File: src/pkg/tcvs_pkg.sv
// package for the timer channel value and status block
// assumes an apb slave with 32-bit data; one word per register
// Contract
// - value register holds capture value in input modes, match value in compare modes
// - software writes to a value register are dropped in input capture mode
// - compare-mode writes go to a buffer, copied to active value at update point
// - channel value registers sit at 10h plus 8 times channel index, 0..5
// - value in bits 15..0, bits 31..16 read zero and ignore writes
// - status at 50h mirrors all channel event flags and counter overflow flag
// - writing all ones to status clears every channel event flag at once
// - channel event flag sets on capture or compare match event
// - event flag clears only on writing one, zero has no effect
// - new event racing a clear write wins, flag stays set
// - racing clear suppressed so channel interrupt request stays asserted
// - status bit 8 reads one when the counter has overflowed
// - status bits 5..0 mirror channel flags, bits 7..6 read zero
// - status bits 31..9 read zero and ignore writes
// - control register: flag bit 7, irq enable bit 6, request while both set
package tcvs_pkg;
  localparam int tcvs_nch = 6;
  localparam logic [11:0] tcvs_off_value0 = 12'h010;
  localparam logic [11:0] tcvs_off_value_step = 12'h008;
  localparam logic [11:0] tcvs_off_status = 12'h050;
  localparam logic [11:0] tcvs_off_ctrl0 = 12'h014;
  localparam logic [11:0] tcvs_off_irq_status = 12'h060;
  localparam logic [11:0] tcvs_off_irq_mask = 12'h064;
  localparam int tcvs_val_w = 16;
  localparam int tcvs_ctl_flag_bit = 7;
  localparam int tcvs_ctl_ie_bit = 6;
  localparam int tcvs_ctl_mode_bit = 0;
  localparam int tcvs_sts_ovf_bit = 8;
  localparam logic [15:0] tcvs_val_rst = 16'h0000;
  localparam logic [31:0] tcvs_all_ones = 32'hffffffff;

  typedef struct packed {
    logic [tcvs_nch-1:0] capture_mode;
    logic [tcvs_nch-1:0] event_pulse;
    logic [tcvs_nch-1:0] update_point;
    logic [tcvs_nch*16-1:0] captured_value;
    logic counter_overflow_flag;
  } tcvs_timer_in_t;

  typedef struct packed {
    logic [tcvs_nch*16-1:0] active_value;
    logic [tcvs_nch-1:0] channel_irq;
  } tcvs_timer_out_t;
endpackage : tcvs_pkg

File: src/hw/tcvs_top.sv
// channel value registers, per-channel flag/enable and combined status
// assumes the timer core supplies mode, events and update points on mclk
//
// Local design decision: the APB register port.
`timescale 1ns/1ps
`default_nettype none
module tcvs_top (
  input wire logic mclk,
  input wire logic sys_rst,
  input wire logic psel,
  input wire logic penable,
  input wire logic pwrite,
  input wire logic [11:0] paddr,
  input wire logic [31:0] pwdata,
  input wire logic [3:0] pstrb,
  output logic [31:0] prdata,
  output logic pready,
  output logic pslverr,
  input wire tcvs_pkg::tcvs_timer_in_t timer_in,
  output tcvs_pkg::tcvs_timer_out_t timer_out,
  output logic irq
);
  import tcvs_pkg::*;

  ////////////////////////////////////////////////////////////////////////
  logic [15:0] active_q [tcvs_nch];
  logic [15:0] buffer_q [tcvs_nch];
  logic [tcvs_nch-1:0] pend_q;
  logic [tcvs_nch-1:0] flag_q;
  logic [tcvs_nch-1:0] ie_q;
  logic [tcvs_nch-1:0] istat_q;
  logic [tcvs_nch-1:0] imask_q;
  logic [tcvs_nch-1:0] flag_prev_q;
  logic [tcvs_nch-1:0] wr_val;
  logic [tcvs_nch-1:0] wr_ctl;
  logic [tcvs_nch-1:0] clr_req;
  logic [tcvs_nch-1:0] flag_rise;
  logic wr_sts;
  logic wr_ist;
  logic wr_imk;
  logic access;
  logic mapped;
  logic [31:0] rd_d;

  // one-cycle access strobe at the start of the two-cycle access phase
  assign access = psel && penable && !pready;

  always_comb begin
    wr_val = '0;
    wr_ctl = '0;
    mapped = 1'b0;
    rd_d = 32'h00000000;
    for (int i = 0; i < tcvs_nch; i++) begin
      if (paddr == 12'(tcvs_off_value0 + 12'(i) * tcvs_off_value_step)) begin
        mapped = 1'b1;
        wr_val[i] = access && pwrite;
        rd_d = {16'h0000, active_q[i]};
      end
      if (paddr == 12'(tcvs_off_ctrl0 + 12'(i) * tcvs_off_value_step)) begin
        mapped = 1'b1;
        wr_ctl[i] = access && pwrite;
        rd_d = 32'h00000000;
        rd_d[tcvs_ctl_flag_bit] = flag_q[i];
        rd_d[tcvs_ctl_ie_bit] = ie_q[i];
        rd_d[tcvs_ctl_mode_bit] = timer_in.capture_mode[i];
      end
    end
    wr_sts = access && pwrite && paddr == tcvs_off_status;
    wr_ist = access && pwrite && paddr == tcvs_off_irq_status;
    wr_imk = access && pwrite && paddr == tcvs_off_irq_mask;
    if (paddr == tcvs_off_status) begin
      mapped = 1'b1;
      rd_d = 32'h00000000;
      rd_d[tcvs_nch-1:0] = flag_q;
      rd_d[tcvs_sts_ovf_bit] = timer_in.counter_overflow_flag;
    end
    if (paddr == tcvs_off_irq_status) begin
      mapped = 1'b1;
      rd_d = {26'h0, istat_q};
    end
    if (paddr == tcvs_off_irq_mask) begin
      mapped = 1'b1;
      rd_d = {26'h0, imask_q};
    end
  end

  // clear requests: per-channel control write of one, or status write of all ones
  always_comb begin
    for (int i = 0; i < tcvs_nch; i++) begin
      clr_req[i] = (wr_ctl[i] && pwdata[tcvs_ctl_flag_bit]) ||
                   (wr_sts && pwdata == tcvs_all_ones);
    end
  end

  assign flag_rise = flag_q & ~flag_prev_q;

  ////////////////////////////////////////////////////////////////////////
  always_ff @(posedge mclk or posedge sys_rst) begin
    if (sys_rst) begin
      pready <= 1'b0;
      pslverr <= 1'b0;
      prdata <= 32'h00000000;
    end else begin
      pready <= psel && penable && !pready;
      pslverr <= access && !mapped;
      prdata <= (access && !pwrite) ? rd_d : 32'h00000000;
    end
  end

  // value registers
  always_ff @(posedge mclk or posedge sys_rst) begin
    if (sys_rst) begin
      for (int i = 0; i < tcvs_nch; i++) begin
        active_q[i] <= tcvs_val_rst;
        buffer_q[i] <= tcvs_val_rst;
      end
      pend_q <= '0;
    end else begin
      for (int i = 0; i < tcvs_nch; i++) begin
        if (timer_in.capture_mode[i]) begin
          pend_q[i] <= 1'b0;
          if (timer_in.event_pulse[i]) begin
            active_q[i] <= timer_in.captured_value[i*16 +: 16];
          end
        end else begin
          // partial-lane writes dropped so the value never tears
          if (wr_val[i] && pstrb[1:0] == 2'b11) begin
            buffer_q[i] <= pwdata[15:0];
            pend_q[i] <= 1'b1;
          end else if (timer_in.update_point[i] && pend_q[i]) begin
            pend_q[i] <= 1'b0;
          end
          if (timer_in.update_point[i] && pend_q[i]) begin
            active_q[i] <= buffer_q[i];
          end
        end
      end
    end
  end

  // event flags and enables; set beats clear
  always_ff @(posedge mclk or posedge sys_rst) begin
    if (sys_rst) begin
      flag_q <= '0;
      ie_q <= '0;
    end else begin
      for (int i = 0; i < tcvs_nch; i++) begin
        if (timer_in.event_pulse[i]) begin
          flag_q[i] <= 1'b1;
        end else if (clr_req[i]) begin
          flag_q[i] <= 1'b0;
        end
        if (wr_ctl[i]) begin
          ie_q[i] <= pwdata[tcvs_ctl_ie_bit];
        end
      end
    end
  end

  ////////////////////////////////////////////////////////////////////////
  always_ff @(posedge mclk or posedge sys_rst) begin
    if (sys_rst) begin
      istat_q <= '0;
      imask_q <= '0;
      flag_prev_q <= '0;
      irq <= 1'b0;
      timer_out <= '0;
    end else begin
      flag_prev_q <= flag_q;
      for (int i = 0; i < tcvs_nch; i++) begin
        if (flag_rise[i]) begin
          istat_q[i] <= 1'b1;
        end else if (wr_ist && pwdata[i]) begin
          istat_q[i] <= 1'b0;
        end
        timer_out.active_value[i*16 +: 16] <= active_q[i];
      end
      if (wr_imk) begin
        imask_q <= pwdata[tcvs_nch-1:0];
      end
      timer_out.channel_irq <= flag_q & ie_q;
      irq <= |(istat_q & imask_q);
    end
  end
endmodule : tcvs_top
`default_nettype wire

File: config.mk
export PLATFORM = sky130hd
export DESIGN_NAME = tcvs_top
export DESIGN_NICKNAME = d
export VERILOG_FILES = /design/src/pkg/tcvs_pkg.sv /design/src/hw/tcvs_top.sv
export SDC_FILE = /design/constraint.sdc
export NUM_CORES = 1
export LEC_CHECK = 0
export BUFFER_PORTS_ARGS = -buffer_cell sky130_fd_sc_hd__buf_2
export CORE_AREA = 10 10 205 207
export DETAILED_ROUTE_END_ITERATION = 16
export DIE_AREA = 0 0 215 217
export RECOVER_POWER = 50
export SLEW_MARGIN = 25
export SYNTH_ARGS = -nofsm -noshare
export SYNTH_HDL_FRONTEND = slang
export SYNTH_SLANG_ARGS = --single-unit
File: constraint.sdc
create_clock -name mclk -period 14.3 [get_ports mclk]
set_input_delay 4.29 -clock mclk [delete_from_list [all_inputs] [get_ports mclk]]
set_output_delay 4.29 -clock mclk [all_outputs]
set_load 0.02 [all_outputs]
==> run_results.csv <==
group,metric,value,unit
setup_path,start_kind,"input port",
drt,ant_nets,0,
layout,final_cell_mix,"349 x dfrtp_1, 225 x buf_2, 132 x nand2_1, 107 x o21ai_0, 103 x mux2i_1",
floorplanning,die-area,0.04666,mm^2
timing,max_freq,0.1300,GHz
setup_path,slowest_stage,"clkinvlp_2",
setup_path,reg2reg_from,"pready",
yosys,ys_ff_latch,349,
power,power_density,132.6,mW/mm^2
floorplanning,dieWidth,215,um
timing,fin_skew,0.01180,ns
grt,grt-ovfl-total,0,
setup_path,worst-setup-path-type,"in2async",
clocking,cts_tree,"yes",
grt,grt_max_degree,176,
run_status,violations,"capacitance limit, slew limit",
layout,design_area,0.01742,mm^2
yosys,syn_inst,1136,
grt,grt_pass1_vias,10870,
worst_hold_path,hold_path.startpoint,"active_q[79]",
setup_path,endpoint_kind,"async pin",
clocking,cts.sinks,349,
clocking,clock-root-buffer,"clkbuf_16",
yosys,ys_warn_count,0,
timing,fin_setup_tns,0,ns
yosys,ys_seq_area_share,61.14,%
setup_path,crit_start,"sys_rst",
timing,slew_headroom,-237.3,%
floorplanning,fp-row-count,72,
yosys,avgSynthCellArea,12.57,um^2
clocking,clkLatencyLatePin,0.55,ns
timing,finalSetupViolCount,0,
timing,period_share,53.81,%
timing,tightest_slew,5.033,ns
place,dp_hpwl,35570,um
clocking,postCtsSetupRepairBufs,0,
grt,grt_usage,20.56,%
timing,fin_crit,7.694,ns
layout,mostFrequentLayoutCell,"dfrtp_1",
setup_path,crit_arrival,8.28,ns
power,p_int,1.717,mW
power,seqPwrFrac,47.2,%
drt,wl,48760,um
timing,slew_viol_final,225,
grt,grt_pass1_wl,71840,um
clocking,cts_buffer_depth,3,
drt,wl_per_cell,24.81,um
power,p_total,2.310,mW
run_status,status,"finished with violations",
timing,finalWorstSetupSlack,6.606,ns
place,place_congestion,0.9213,
place,place_area,0.01619,mm^2
clocking,cts_hold_buffers,0,
clocking,ctsHtreeMaxLevel,2,
yosys,ys_async_sr_fraction,100.0,%
yosys,netlist_area,0.01428,mm^2
floorplanning,start_util,37.48,%
setup_path,crit_chain,"buf_2 -> clkinvlp_2 -> buf_4",
layout,nets,1588,
setup_path,cp_max_fo,114,
drt,route.detailed.drc,0,
clocking,cts_buffers,38,
timing,final_hold_viol_count,0,
grt,antenna_found_initial,2,
drt,firstDrtPassIters,5,
drt,viasPerCell,5.180,
floorplanning,pin_count,305,
power,clkPwrFrac,43.7,%
setup_path,crit_required,14.88,ns
place,pre_cts_slack,7.200,ns
power,p_leak,8.497,nW
timing,grt_setup_unrepaired,"no",
clocking,path_clk_slew,0.06,ns
yosys,synth_edf_count,0,
yosys,synth-main-ff-cell,"dfrtp_1",
power,p_comb_share,9.1,%
setup_path,max_stage_delay,2.80,ns
worst_hold_path,hold_class,"reg2reg",
yosys,synthDistinctLibCells,66,
clocking,cts-resized-gates,0,
power,switchingPower,0.5927,mW
layout,area_growth,21.99,%
floorplanning,floorplan.die.height,217,um
place,port-buffer-count,286,
drt,dr.first_iter.drc_count,728,
floorplanning,core,0.03811,mm^2
layout,drive_gt1_share,30.01,%
power,ir_drop,0.00008652,V
layout,final_util,45.73,%
power,p_sw_share,25.66,%
drt,vias,10180,
job,drv_cap,6,
cell families after synthesis:
family	Yosys count	synth area share (%)
DFF	349	61.14
and+or+nand+nor	258	9.355
muxes	213	16.36
other	1	0.02625
AOI/OAI and AO/OA	229	10.05
buffers and inverters	86	3.066
final cells by class:
type,instances,area [um^2]
inverters,10,38.79
well taps,518,648.1
multi-input cells,716,5190
flip-flops and latches,349,8733
fillers,3592,20680
diodes,1,2.502
clock inverters,10,106.4
clock buffers,56,1182
repair buffers,305,1523
stage by stage:
step / instances / hold slack [ns]
final: 1965 / 0.3996
after global routing: 1964 / 0.4137
after CTS: 1962 / 0.4032
after detailed placement: 1896 / 0.3895
after global placement: 1896 / 0.3829
after floorplan: 1151 / 0.3701
sequential cells by signal (all words and copies together) (netlist names), 6 cells and up:
name	cells
active_q	96
buffer_q	96
flag_prev_q	6
flag_q	6
ie_q	6
imask_q	6
istat_q	6
pend_q	6
prdata	16
timer_out	102
cells in the mapped netlist (all sizes together), types with 3 or more instances:
library cell	instances	area, um^2
nor4b	3	47.54
a221oi	13	113.9
a31oi	3	18.77
a22oi	22	165.2
o211ai	3	22.52
a21oi	29	145.1
a31o	4	35.03
o21ai	108	540.5
dfrtp	349	8733
a22o	7	61.31
a211oi	5	37.54
inv	10	37.54
nand2b	8	50.05
nor3	7	40.04
mux2i	103	1031
and2	11	68.82
nor4	7	101.3
a21o	4	30.03
mux2	110	1306
nand3	9	57.56
a32o	3	30.03
clkbuf	34	127.6
or2	5	31.28
o22ai	4	25.02
nand4	13	81.33
nand2	134	508.0
nor3b	5	48.80
a32oi	8	70.07
nor2	39	163.9
buf	42	272.8
o221ai	7	61.31
or4	4	30.03
nor2b	4	25.02
power groups by stage:
| stage | combinational, mW | sequential [mW] | clock [mW] |
|---|---|---|---|
| 3_3_place_gp | 0.213 | 1.11 | 0 |
| 3_5_place_dp | 0.215 | 1.11 | 0 |
| 5_1_grt | 0.229 | 1.10 | 1.07 |
| 2_1_floorplan | 0.0826 | 1.12 | 0 |
| 4_1_cts | 0.216 | 1.09 | 1.03 |
| 6_report | 0.210 | 1.09 | 1.01 |
critical path: cells and delay by family:
kind | cells | cell delay [ns]
buf+inv | 3 | 3.88
per-layer routing:
| layer | vias to the layer above | global-route usage (%) | share of wire [%] |
|---|---|---|---|
| met5 | - | 0 | 0.023 |
| met4 | 2 | 8.895 | 3.7 |
| met3 | 72 | 5.049 | 5.9 |
| met2 | 325 | 34.17 | 49 |
| met1 | 5167 | 25.12 | 41 |
| li1 | 4613 | - | - |
worst paths after layout:
kind / end / slack (ns) / depth (start not counted)
setup / recovery: active_q[4] / 6.61 / 3
hold / removal: timer_out[37] / 0.40 / 0
setup reg to reg: buffer_q[70] / 11.21 / 5
hold reg to reg: timer_out[37] / 0.40 / 0
max in group mclk: active_q[45] / 7.24 / 5
min in group asynchronous: timer_out[23] / 5.30 / 2
Note: power is estimated with default switching activity, not from simulation.
